<file path="src/verilog/ulm_consts.vh">
`ifndef ULM_CONSTS_VH
`define ULM_CONSTS_VH

// setup/hysteresis register fields
`define ULM_SHR_SETUP_HI 7
`define ULM_SHR_SETUP_LO 4
`define ULM_SHR_TURN_HI 3
`define ULM_SHR_TURN_LO 0

// special function register bits
`define ULM_SFR_ADDR_TX 7
`define ULM_SFR_MDROP 6
`define ULM_SFR_IRDA11 3

// enhanced feature register bits
`define ULM_EFR_SPCHAR 5
`define ULM_EFR_ENH 4

// line control parity field and forced-0 code
`define ULM_LCR_PAR_HI 5
`define ULM_LCR_PAR_LO 3
`define ULM_LCR_FORCE0 3'h7

// modem control, irq enable, fifo control bits
`define ULM_MCR_IRDA 6
`define ULM_MCR_LOOP 4
`define ULM_IER_SLEEP 4
`define ULM_FCR_WAKE 3

// oversampling and infrared pulse widths, in 16x ticks
`define ULM_TICKS_PER_BIT 5'h10
`define ULM_IR10_TICKS 4'h3
`define ULM_IR11_TICKS 4'h4

// reset values
`define ULM_RST_RXON 1'b0
`define ULM_RST_ADDRPEND 1'b0

`endif

</file>
<file path="src/verilog/ulm_irda.v">
`timescale 1ns/1ps
`default_nettype none
`include "ulm_consts.vh"

module ulm_irda (
   // clock and reset
   input wire clk,
   input wire nrst,
   // timing from the baud generator
   input wire tick16,
   input wire bit_start,
   // mode
   input wire ir_en,
   input wire ir_fast,
   // serial data
   input wire tx_bit,
   input wire rx_line,
   output reg ir_tx,
   output reg rx_bit
);

   reg [3:0] pulse_cnt;
   reg [4:0] hold_cnt;
   reg rx_line_d;

   // encoder: high pulse per zero bit, counted in 16x ticks
   always @(posedge clk or negedge nrst) begin
      if (!nrst) begin
         pulse_cnt <= 4'h0;
         ir_tx <= 1'b0;
      end else begin
         if (ir_en && bit_start && !tx_bit) begin
            pulse_cnt <= ir_fast ? `ULM_IR11_TICKS : `ULM_IR10_TICKS;
            ir_tx <= 1'b1;
         end else if (tick16 && pulse_cnt != 4'h0) begin
            pulse_cnt <= pulse_cnt - 4'h1;
            ir_tx <= (pulse_cnt != 4'h1);
         end else if (!ir_en) begin
            ir_tx <= 1'b0;
         end
      end
   end

   // decoder: a light pulse stretches to one low bit; line idles low
   always @(posedge clk or negedge nrst) begin
      if (!nrst) begin
         rx_line_d <= 1'b0;
         hold_cnt <= 5'h00;
         rx_bit <= 1'b1;
      end else begin
         rx_line_d <= rx_line;
         if (ir_en && rx_line && !rx_line_d) begin
            hold_cnt <= `ULM_TICKS_PER_BIT;
            rx_bit <= 1'b0;
         end else if (tick16 && hold_cnt != 5'h00) begin
            hold_cnt <= hold_cnt - 5'h01;
            rx_bit <= (hold_cnt == 5'h01);
         end
      end
   end

endmodule

`default_nettype wire

</file>
<file path="src/verilog/ulm_line_modes.v">
`timescale 1ns/1ps
`default_nettype none
`include "ulm_consts.vh"

module ulm_line_modes (
   // clock and reset
   input wire clk,
   input wire nrst,
   // configuration register images
   input wire [7:0] setup_hysteresis_reg,
   input wire [7:0] special_function_reg,
   input wire [7:0] enhanced_feature_reg,
   input wire [7:0] line_control_reg,
   input wire [7:0] modem_control_reg,
   input wire [7:0] irq_enable_reg,
   input wire [7:0] fifo_control_reg,
   input wire [7:0] match_char_two,
   input wire rs485_en,
   // software strobes
   input wire sfr_addr_wr,
   input wire thr_wr,
   input wire rx_en_set,
   input wire rx_en_clr,
   // transmit core side
   input wire tick16,
   input wire bit_start,
   input wire tx_pending,
   input wire tx_shift_busy,
   input wire tx_shift_bit,
   input wire rts_req,
   input wire dtr_req,
   output wire tx_go,
   output wire tx_push_ninth,
   // receive core side
   input wire rx_char_valid,
   input wire [7:0] rx_char,
   input wire rx_ninth,
   input wire rx_shift_busy,
   output wire rx_serial,
   output reg rx_fifo_push,
   output reg [7:0] rx_fifo_data,
   output reg rx_fifo_perr,
   output reg lsr_irq,
   output wire rx_on_status,
   output wire mdrop_cfg_ok,
   // sleep inputs from the core
   input wire irq_pending,
   input wire [3:0] modem_status_reg,
   input wire divisor_nonzero,
   input wire tx_fifo_empty,
   input wire rx_fifo_empty,
   // sleep outputs
   output reg asleep,
   output wire osc_output_pin_en,
   output reg wake_irq,
   // modem inputs seen by the core
   output wire cts_core_n,
   output wire dsr_core_n,
   output wire cd_core_n,
   output wire ri_core_n,
   // pins
   input wire rx_pin,
   input wire cts_pin_n,
   input wire dsr_pin_n,
   input wire cd_pin_n,
   input wire ri_pin_n,
   input wire sleep_pin,
   output reg tx_pin,
   output reg rts_pin_n,
   output reg dtr_pin_n
);

   localparam [3:0] S_IDLE = 4'b0001;
   localparam [3:0] S_SETUP = 4'b0010;
   localparam [3:0] S_SEND = 4'b0100;
   localparam [3:0] S_TURN = 4'b1000;

   // pin synchronisers: first stage feeds only the second
   reg [6:0] sync_a;
   reg [6:0] sync_b;
   wire rx_s = sync_b[0];
   wire [3:0] modem_s = sync_b[4:1];
   wire sleep_s = sync_b[5];

   always @(posedge clk or negedge nrst) begin
      if (!nrst) begin
         sync_a <= 7'h1e;
         sync_b <= 7'h1e;
      end else begin
         sync_a <= {1'b0, sleep_pin, ri_pin_n, cd_pin_n, dsr_pin_n, cts_pin_n, rx_pin};
         sync_b <= sync_a;
      end
   end

   // mode decode
   wire enh = enhanced_feature_reg[`ULM_EFR_ENH];
   wire mdrop = special_function_reg[`ULM_SFR_MDROP] & enh;
   wire md_norm = mdrop & ~enhanced_feature_reg[`ULM_EFR_SPCHAR];
   wire md_auto = mdrop & enhanced_feature_reg[`ULM_EFR_SPCHAR];
   wire ir_en = modem_control_reg[`ULM_MCR_IRDA];
   wire ir_fast = special_function_reg[`ULM_SFR_IRDA11] & enh;
   wire loop = modem_control_reg[`ULM_MCR_LOOP];
   wire [3:0] setup_bits = setup_hysteresis_reg[`ULM_SHR_SETUP_HI:`ULM_SHR_SETUP_LO];
   wire [3:0] turn_bits = setup_hysteresis_reg[`ULM_SHR_TURN_HI:`ULM_SHR_TURN_LO];

   // multidrop needs this side's line control to force parity 0; exposed so software can be checked
   assign mdrop_cfg_ok = ~mdrop |
      (line_control_reg[`ULM_LCR_PAR_HI:`ULM_LCR_PAR_LO] == `ULM_LCR_FORCE0);

   // one bit time elapses when sixteen ticks have passed
   function bit_done;
      input [3:0] tcnt;
      input tk;
      begin
         bit_done = tk & (tcnt == 4'hf);
      end
   endfunction

   // rs-485 direction timing
   reg [3:0] dir_state;
   reg [3:0] next_dir_state;
   reg [3:0] tick_cnt;
   reg [3:0] bit_cnt;
   reg load_setup;
   reg load_turn;

   always @* begin
      next_dir_state = dir_state;
      load_setup = 1'b0;
      load_turn = 1'b0;
      case (dir_state)
         S_IDLE: begin
            if (rs485_en && tx_pending) begin
               load_setup = 1'b1;
               next_dir_state = (setup_bits == 4'h0) ? S_SEND : S_SETUP;
            end
         end
         S_SETUP: begin
            if (bit_done(tick_cnt, tick16) && bit_cnt == 4'h1)
               next_dir_state = S_SEND;
         end
         S_SEND: begin
            if (!tx_pending && !tx_shift_busy) begin
               load_turn = 1'b1;
               next_dir_state = (turn_bits == 4'h0) ? S_IDLE : S_TURN;
            end
         end
         S_TURN: begin
            if (tx_pending)
               next_dir_state = S_SEND;
            else if (bit_done(tick_cnt, tick16) && bit_cnt == 4'h1)
               next_dir_state = S_IDLE;
         end
         default: next_dir_state = S_IDLE;
      endcase
      if (!rs485_en)
         next_dir_state = S_IDLE;
   end

   // shared bit-time counter for setup and turn-around
   always @(posedge clk or negedge nrst) begin
      if (!nrst) begin
         dir_state <= S_IDLE;
         tick_cnt <= 4'h0;
         bit_cnt <= 4'h0;
      end else begin
         dir_state <= next_dir_state;
         if (load_setup || load_turn) begin
            tick_cnt <= 4'h0;
            bit_cnt <= load_setup ? setup_bits : turn_bits;
         end else if (tick16) begin
            tick_cnt <= tick_cnt + 4'h1;
            if (bit_done(tick_cnt, tick16) && bit_cnt != 4'h0)
               bit_cnt <= bit_cnt - 4'h1;
         end
      end
   end

   // data is held back until the setup delay has run
   assign tx_go = ~rs485_en | (dir_state == S_SEND);
   wire dir_active = (dir_state != S_IDLE);

   // address-byte marking for the next transmit write
   reg addr_pend;
   always @(posedge clk or negedge nrst) begin
      if (!nrst)
         addr_pend <= `ULM_RST_ADDRPEND;
      else if (sfr_addr_wr && !thr_wr)
         addr_pend <= 1'b1;
      else if (thr_wr)
         addr_pend <= 1'b0;
   end
   // a set in the same cycle as the write marks that very byte
   assign tx_push_ninth = addr_pend | sfr_addr_wr;

   // infrared codec
   wire ir_tx;
   wire ir_rx_bit;
   ulm_irda u_irda (
      .clk(clk),
      .nrst(nrst),
      .tick16(tick16),
      .bit_start(bit_start),
      .ir_en(ir_en),
      .ir_fast(ir_fast),
      .tx_bit(tx_shift_bit),
      .rx_line(rx_s),
      .ir_tx(ir_tx),
      .rx_bit(ir_rx_bit)
   );

   // receive source: loopback, infrared decode or plain pin
   assign rx_serial = loop ? tx_shift_bit : (ir_en ? ir_rx_bit : rx_s);

   // modem inputs are held inactive towards the core in loopback
   assign cts_core_n = loop | modem_s[0];
   assign dsr_core_n = loop | modem_s[1];
   assign cd_core_n = loop | modem_s[2];
   assign ri_core_n = loop | modem_s[3];

   // pin drivers, registered
   always @(posedge clk or negedge nrst) begin
      if (!nrst) begin
         tx_pin <= 1'b1;
         rts_pin_n <= 1'b1;
         dtr_pin_n <= 1'b1;
      end else begin
         tx_pin <= loop ? 1'b1 : (ir_en ? ir_tx : tx_shift_bit);
         rts_pin_n <= loop ? 1'b1 : (rs485_en ? ~dir_active : ~rts_req);
         dtr_pin_n <= loop | ~dtr_req;
      end
   end

   // multidrop receive filter
   reg rx_on;
   reg acc;
   reg hw_set;
   reg hw_clr;
   reg flag_irq;
   wire match = (rx_char == match_char_two);

   always @* begin
      acc = 1'b1;
      hw_set = 1'b0;
      hw_clr = 1'b0;
      flag_irq = 1'b0;
      if (md_norm) begin
         if (rx_ninth)
            flag_irq = 1'b1;
         else if (!rx_on)
            acc = 1'b0;
      end else if (md_auto) begin
         if (rx_ninth && match) begin
            hw_set = 1'b1;
            flag_irq = 1'b1;
         end else if (rx_ninth) begin
            acc = 1'b0;
            hw_clr = 1'b1;
         end else if (!rx_on) begin
            acc = 1'b0;
         end
      end
   end

   // receiver enable: hardware set beats any clear in the same cycle
   always @(posedge clk or negedge nrst) begin
      if (!nrst)
         rx_on <= `ULM_RST_RXON;
      else if ((rx_char_valid && hw_set) || rx_en_set)
         rx_on <= 1'b1;
      else if ((rx_char_valid && hw_clr) || rx_en_clr)
         rx_on <= 1'b0;
   end
   assign rx_on_status = rx_on;

   // push towards the receive fifo, ninth bit as parity error when in multidrop
   always @(posedge clk or negedge nrst) begin
      if (!nrst) begin
         rx_fifo_push <= 1'b0;
         rx_fifo_data <= 8'h00;
         rx_fifo_perr <= 1'b0;
         lsr_irq <= 1'b0;
      end else begin
         rx_fifo_push <= rx_char_valid & acc;
         lsr_irq <= rx_char_valid & acc & flag_irq;
         if (rx_char_valid && acc) begin
            rx_fifo_data <= rx_char;
            rx_fifo_perr <= rx_ninth;
         end
      end
   end

   // sleep control
   reg rx_prev;
   reg [3:0] modem_prev;
   reg pin_sleep;
   wire rx_idle = ir_en ? ~rx_s : rx_s;
   wire rx_fall = rx_prev & ~rx_s & ~loop;
   wire modem_chg = ~loop & (modem_prev != modem_s);
   wire wake_ev = rx_fall | thr_wr | modem_chg;
   wire can_sleep = irq_enable_reg[`ULM_IER_SLEEP] & ~irq_pending &
      (modem_status_reg == 4'h0) & rx_idle & divisor_nonzero &
      tx_fifo_empty & rx_fifo_empty;
   wire pin_ready = sleep_s & ~tx_shift_busy & ~rx_shift_busy;

   // edge history for wake detection
   always @(posedge clk or negedge nrst) begin
      if (!nrst) begin
         rx_prev <= 1'b0; // matches the rx synchroniser reset, no false edge
         modem_prev <= 4'hf;
      end else begin
         rx_prev <= rx_s;
         modem_prev <= modem_s;
      end
   end

   // the pin holds sleep until released; software sleep re-enters by itself
   always @(posedge clk or negedge nrst) begin
      if (!nrst) begin
         asleep <= 1'b0;
         pin_sleep <= 1'b0;
         wake_irq <= 1'b0;
      end else begin
         wake_irq <= 1'b0;
         if (pin_sleep) begin
            if (!sleep_s) begin
               asleep <= 1'b0;
               pin_sleep <= 1'b0;
               wake_irq <= fifo_control_reg[`ULM_FCR_WAKE];
            end
         end else if (pin_ready) begin
            asleep <= 1'b1;
            pin_sleep <= 1'b1;
         end else if (asleep) begin
            if (wake_ev || !irq_enable_reg[`ULM_IER_SLEEP]) begin
               asleep <= 1'b0;
               wake_irq <= wake_ev & fifo_control_reg[`ULM_FCR_WAKE];
            end
         end else if (can_sleep && !wake_ev) begin
            asleep <= 1'b1;
         end
      end
   end

   // oscillator output runs only while awake
   assign osc_output_pin_en = ~asleep;

endmodule

`default_nettype wire

</file>
<file path="config.mk">
export PLATFORM = sky130hd
export DESIGN_NAME = ulm_line_modes
export DESIGN_NICKNAME = d
export VERILOG_FILES = /design/src/verilog/ulm_irda.v /design/src/verilog/ulm_line_modes.v
export VERILOG_INCLUDE_DIRS = /design/src /design/src/verilog
export SDC_FILE = /design/constraint.sdc
export NUM_CORES = 1
export LEC_CHECK = 0
export ABC_AREA = 1
export BUFFER_PORTS_ARGS = -buffer_cell sky130_fd_sc_hd__buf_2
export CORE_MARGIN = 8
export CORE_UTILIZATION = 35
export DETAILED_ROUTE_END_ITERATION = 10
export GPL_ROUTABILITY_DRIVEN = 0
export GPL_TIMING_DRIVEN = 0
export HOLD_SLACK_MARGIN = 0.12
export PLACE_DENSITY_LB_ADDON = 0.25
export RECOVER_POWER = 100
export SLEW_MARGIN = 5
export SYNTH_ARGS = -nofsm -noshare
export SYNTH_HDL_FRONTEND = slang
export SYNTH_SLANG_ARGS = --single-unit
export TNS_END_PERCENT = 30
</file>
<file path="constraint.sdc">
create_clock -name clk -period 1.6 [get_ports clk]
set_clock_uncertainty 0.2 [all_clocks]
set_input_delay 0.24 -clock clk [delete_from_list [all_inputs] [get_ports clk]]
set_output_delay 0.24 -clock clk [all_outputs]
set_load 0.01 [all_outputs]
</file>
Word level (Yosys, flattened, before mapping)
Cells that the tools add are included.
{ "classes": {"bitwise": 41, "n_lt_le_gt_ge": 0, "n_eq_ne": 18, "n_shift": 0, "mux": 68, "multipliers": 0, "n_reduce_logical": 41, "div_mod_pow": 0, "n_addsub": 4} }
{ "ops": {"columns": ["op", "n"], "rows": [
  ["$mux W4", 15],
  ["$mux W1", 48],
  ["$and A1 B1 Y1", 19],
  ["$logic_and A1 B1 Y1", 16],
  ["$pmux W4 S4", 1],
  ["$logic_not A4 Y1", 3],
  ["$not A1 Y1", 12],
  ["$reduce_bool A2 Y1", 6],
  ["$mux W5", 2],
  ["$or A1 B1 Y1", 10],
  ["$ne A3 B3 Y1 const B", 3],
  ["$eq A4 B1 Y1 const B", 2],
  ["$eq A4 B4 Y1 const B", 2],
  ["$eq A8 B8 Y1", 1],
  ["$ne A4 B1 Y1 const B", 2],
  ["$reduce_bool A4 Y1", 2],
  ["$sub A4 B1 Y4 const B", 2],
  ["$logic_not A1 Y1", 7],
  ["$mux W3", 2],
  ["$eq A5 B1 Y1 const B", 1],
  ["$reduce_bool A5 Y1", 1],
  ["$sub A5 B1 Y5 const B", 1],
  ["$add A4 B1 Y4 const B", 1],
  ["$eq A4 B2 Y1 const B", 1],
  ["9 further kinds", 12]
]} }
{ "totals": {"romBits": 0, "latch_bits": 0, "mem_bits_rw": 0, "register_bits": 59, "out_inout_bits": 26, "memories": 0, "elab_cells": 195, "in_bits": 103} }

Longest topological paths before layout
{ "depth": {"word_depth": 12, "depth_mapped": 10, "ltp_nobuf": 10} }

Hierarchy
A second synthesis with hierarchy kept.
{ "unflattened": {"hier_cells": 379, "area_unflattened_um2": 3108.0} }
{ "modules_own_cells": {"columns": ["mod", "area_each_um2", "cells_per_inst", "n_inst"], "rows": [
  ["ulm_line_modes", 2423.6, 294, 1],
  ["ulm_irda", 684.4, 85, 1]
]} }

Worst setup path before layout
OpenSTA, ideal clock, no wires.
{ "synth_timing": {"path_kind": "flip-flop to flip-flop", "startpoint": "register dir_state[0]", "endpoint": "register bit_cnt[0]", "path_stages_with_launch": 10, "arrival_time_ns": 1.254, "synth_period_minus_slack_ns": 1.574, "setup_slack_ns": 0.026, "path_buffers": 0, "setup_ns": 0.120, "cell_sequence": "dfstp_2 inv_1 nor2_1 nand2_2 nor2_8 nand2_4 nand2_4 nor2_1 o21ai_1 nand2_1"} }
{ "synth_between": {"elab_chain_len": 5, "elab_cells_between_ends": 10, "classes_between": "eq/ne (2); mux (4); reduce/logical (4)"} }
{ "synth_rtl": {"columns": ["element", "line", "rtl"], "rows": [
  ["start, declared", "ulm_line_modes.v:120", "reg [3:0] dir_state;"],
  ["start signal, assigned", "ulm_line_modes.v:167", "dir_state <= next_dir_state;"],
  ["$eq A4 B1 Y1 or $eq A4 B3 Y1 (tied branches)", "ulm_line_modes.v:131", "case (dir_state)"],
  ["$mux W1", "ulm_line_modes.v:131", null],
  ["$logic_or A1 B1 Y1", "ulm_line_modes.v:168", "if (load_setup || load_turn) begin"],
  ["$reduce_bool A2 Y1 (no source line)", null, null],
  ["$reduce_and A2 Y1 (no source line)", null, null],
  ["end signal, assigned", "ulm_line_modes.v:170", "bit_cnt <= load_setup ? setup_bits : turn_bits;"],
  ["end signal, assigned", "ulm_line_modes.v:174", "bit_cnt <= bit_cnt - 4'h1;"],
  ["end, declared", "ulm_line_modes.v:123", "reg [3:0] bit_cnt;"]
]} }
Several ways; a longest one is shown, not always the timed one.
A chain may end at the register's enable or synchronous reset.

Final worst setup path
{ "layout_timing": {"startpoint": "register u_irda.rx_bit", "endpoint": "output port rx_serial"} }
{ "layout_between": {"elab_chain_len": 2} }
{ "layout_rtl": {"columns": ["element", "line", "rtl"], "rows": [
  ["start, declared", "ulm_irda.v:19", "output reg rx_bit"],
  ["start signal, assigned", "ulm_irda.v:57", "rx_bit <= (hold_cnt == 5'h01);"],
  ["$mux W1 (2 in series)", "ulm_line_modes.v:213", "assign rx_serial = loop ? tx_shift_bit : (ir_en ? ir_rx_bit : rx_s);"],
  ["end, declared", "ulm_line_modes.v:39", "output wire rx_serial,"]
]} }
No other way between the ends.

==> results.toml <==
[logic_synthesis]
synth_xor_area_share_pct = 2.21
synthTopCellsByArea = "dfrtp_1, dfstp_2, nand2_1, inv_1, nand3_1"
ys_types = 36
synth_top_area_share_pct = 33.1
synthCells = 395
synthAdderAreaFrac_pct = 3.95
synth_simple_gate_area_share_pct = 31.1
ys_warn_count = 0
syn-cell-area_sq_um = 3170
yosys-mux-area-fraction_pct = 0.355
synth_top_family_by_area = "simple AND/OR/NAND/NOR gates"
ys_seq_area_share_pct = 47.2
syn_area_per_cell_sq_um = 8.03
synth_compound_area_share_pct = 6.47
synth_fp_nets = 508
synth_top_cell_by_area = "dfrtp_1"
yosys_register_bits = 59

[run_status]
status = "finished, violations left"
violations = "negative setup slack"

[place]
portBuffers = 89
dpl.hpwl_mm = 5.55
pre_cts_ws_ns = -0.113

[critical_path]
path_depth = 5
r2r_start = "dir_state[0]$_DFFE_PN1P_"
crit_path_start = "u_irda.rx_bit$_DFFE_PN1P_"
endpoint_kind = "output pin"
path_max_fanout = 2
reg2reg_depth = 9
critPathSlowestCell = "dfstp_2"
critPathBufInv = 2
cp_slowest_stage_delay_ns = 0.52
worstReg2RegEnd = "bit_cnt[0]$_DFFE_PN0P_"
reg2reg_slack_ns = -0.06
cp.arrival_ns = 1.25
worstSetupEndpoint = "rx_serial"
start_kind = "flop"
critical_path_class = "flop to output pin"
cp_cell_sequence = "inv_2 -> nand2_1 -> o211ai_1 -> o21ai_1 -> buf_2"
crit_family = "flip-flops"
critPathRequiredTime_ns = 1.16

[floorplanning]
rows = 34
fp.coreArea_sq_um = 8760
die_width_um = 111
die_area_sq_um = 12400
die_y_um = 111
start_util_pct = 36.2
io_pins = 129

[cells_and_area]
nNetsFinal = 672
area_delta_synth_final_pct = 47.3
antenna_cells = 0
final_util_pct = 53.3
drive_above_1_share_pct = 32.6
layout_common_cells = "nand2_1, buf_2, inv_1, dlygate4sd3_1, dfrtp_1"
final_common_cell = "nand2_1"

[drt]
drcViolationCount = 0
firstDrtPassIters = 4
vias = 3070
dr.first_iter.drc_count = 77
routed_wl_mm = 7.94
via_per_inst = 4.57
wl_per_cell_um = 11.8
drtAntennaViolNets = 0

[grt]
grt_max_degree = 60
grt.overflow.total = 0
grt_usage_pct = 12.8
antenna_found_initial = 0
grt_pass1_vias = 3139
grt_pass1_wl_mm = 13.4

[clock_network]
cts_buffers = 9
cts-root-buf = "clkbuf_8"
cts_tree = "built"
clk_latency_ns = 0.33
clk_pin_slew_ns = 0.07
clkSinkCount = 59
cts_buffer_depth = 2
h-tree-depth = 3

[hold_path]
holdCritStartpoint = "tick16"
min_path_type = "input pin to flop"

[power_and_ir_drop]
ir_drop_uv = 457
cellLeakagePower_nw = 2.47
p_per_area_nw_per_um2 = 1140

[timing]
post-route-period-util_pct = 105
finalCriticalPeriod_ns = 1.69
slew_headroom_pct = 51.4
slew_violations = 0
finalHoldViolCount = 0
finalWorstSetupSlack_ns = -0.0871
rsz0062_at_grt = "yes"
tightest_slew_ns = 0.729
max_freq_ghz = 0.593
setup_violations = 9

[flow_run]
cap_violations = 0
## state kept, by name, summed over array words and instances, names as in the netlist, 4 cells and up
register	cells
sync_a	6
rx_fifo_data	8
modem_prev	4
bit_cnt	4
u_irda.hold_cnt	5
u_irda.pulse_cnt	4
tick_cnt	4
dir_state	4
sync_b	6
## metal layers
| metal | vias to the layer above | wire (um) | track usage, % |
|---|---|---|---|
| li1 | 1579 | - | - |
| met4 | 0 | 121 | 5.16 |
| met1 | 1410 | 3320 | 13.8 |
| met2 | 70 | 4000 | 22.2 |
| met5 | - | 0 | 0 |
| met3 | 11 | 503 | 4.38 |
## worst min path at each step
stage | to | slack, ns | cells past startpoint
4_1_cts | tick_cnt[2]$_DFFE_PN0P_ | 0.12 | 3
6_report | u_irda.pulse_cnt[1]$_DFFE_PN0P_ | 0.13 | 4
3_5_place_dp | sync_b[5]$_DFF_PN0_ | 0.14 | 0
3_3_place_gp | sync_b[5]$_DFF_PN0_ | 0.14 | 0
5_1_grt | u_irda.pulse_cnt[1]$_DFFE_PN0P_ | 0.15 | 4
2_1_floorplan | addr_pend$_DFFE_PN0P_ | -0.26 | 0
## final cells by class
class                           count  area (sq um)
Tap cell                          108           135
Clock inverter                      2          35.0
Sequential cell                    59          1500
Inverter                           67           254
Buffer                              3          22.5
Fill cell                         834          4090
Clock buffer                       14           163
Multi-Input combinational cell    266          1500
Timing Repair Buffer              153          1060
## power breakdown
group | leakage (nW) | internal (mW) | switching (mW)
sequential | 0.693 | 1.84 | 0.204
combinational | 1.67 | 0.902 | 1.04
clock | 0.101 | 0.805 | 0.552
total | 2.47 | 3.55 | 1.80
## per-stage QoR
step / std cells / setup TNS, ns / hold WS, ns / power, mW / instance area (sq um)
2_1_floorplan: 395 / 0 / -0.256 / 3.16 / 3170
3_3_place_gp: 592 / -4.04 / 0.136 / 3.53 / 3750
3_5_place_dp: 592 / -0.890 / 0.141 / 3.58 / 3750
4_1_cts: 661 / -0.551 / 0.123 / 5.15 / 4480
5_1_grt: 672 / -1.54 / 0.154 / 5.77 / 4670
6_report: 672 / -0.334 / 0.128 / 5.34 / 4670
## Yosys cell counts
cell type  instances
xor2_1             3
nand3_4            1
clkbuf_1           1
nor2_8             1
o21ai_1            2
nand2_1          110
nand3b_1           1
nand2_4            4
nand2_2            3
mux2_2             1
inv_2              1
or2_2              2
nand3_1           30
inv_4              1
nand3_2            1
nor2_4             1
buf_4              1
dfrtp_1           42
clkinv_1           1
o22ai_1            3
buf_6              1
or2_1              1
nor2_2             3
nor2_1            33
o21bai_1           2
a21oi_1            8
ha_1              10
o21ai_0           13
nand4_1           16
o21ai_2            3
inv_1             64
nor3_1             3
xnor2_1            5
nor3b_1            2
o211ai_1           4
dfstp_2           17
## what timing repair did
item / 4_1_cts / 5_1_grt
hold buffers: 47 / 0
setup endpoints to repair: 11 / 27
pin swaps: 6 / 15
resized for setup: 8 / 35
hold endpoints to repair: 81 / 0
buffers inserted: 6 / 11
## worst register-to-register path, delay by kind of cell (launching register included)
kind / cells / cell delay (ns)
simple gates: 7 / 0.61
flops: 1 / 0.56
compound gates: 1 / 0.14
buf+inv: 1 / 0.05
## cell families after synthesis
family / Yosys count
flops: 59
buf+inv: 70
simple gates: 212
mux: 1
compound gates: 35
fa+ha+maj: 10
xor+xnor: 8
Note: power is estimated with default switching activity, not from simulation.
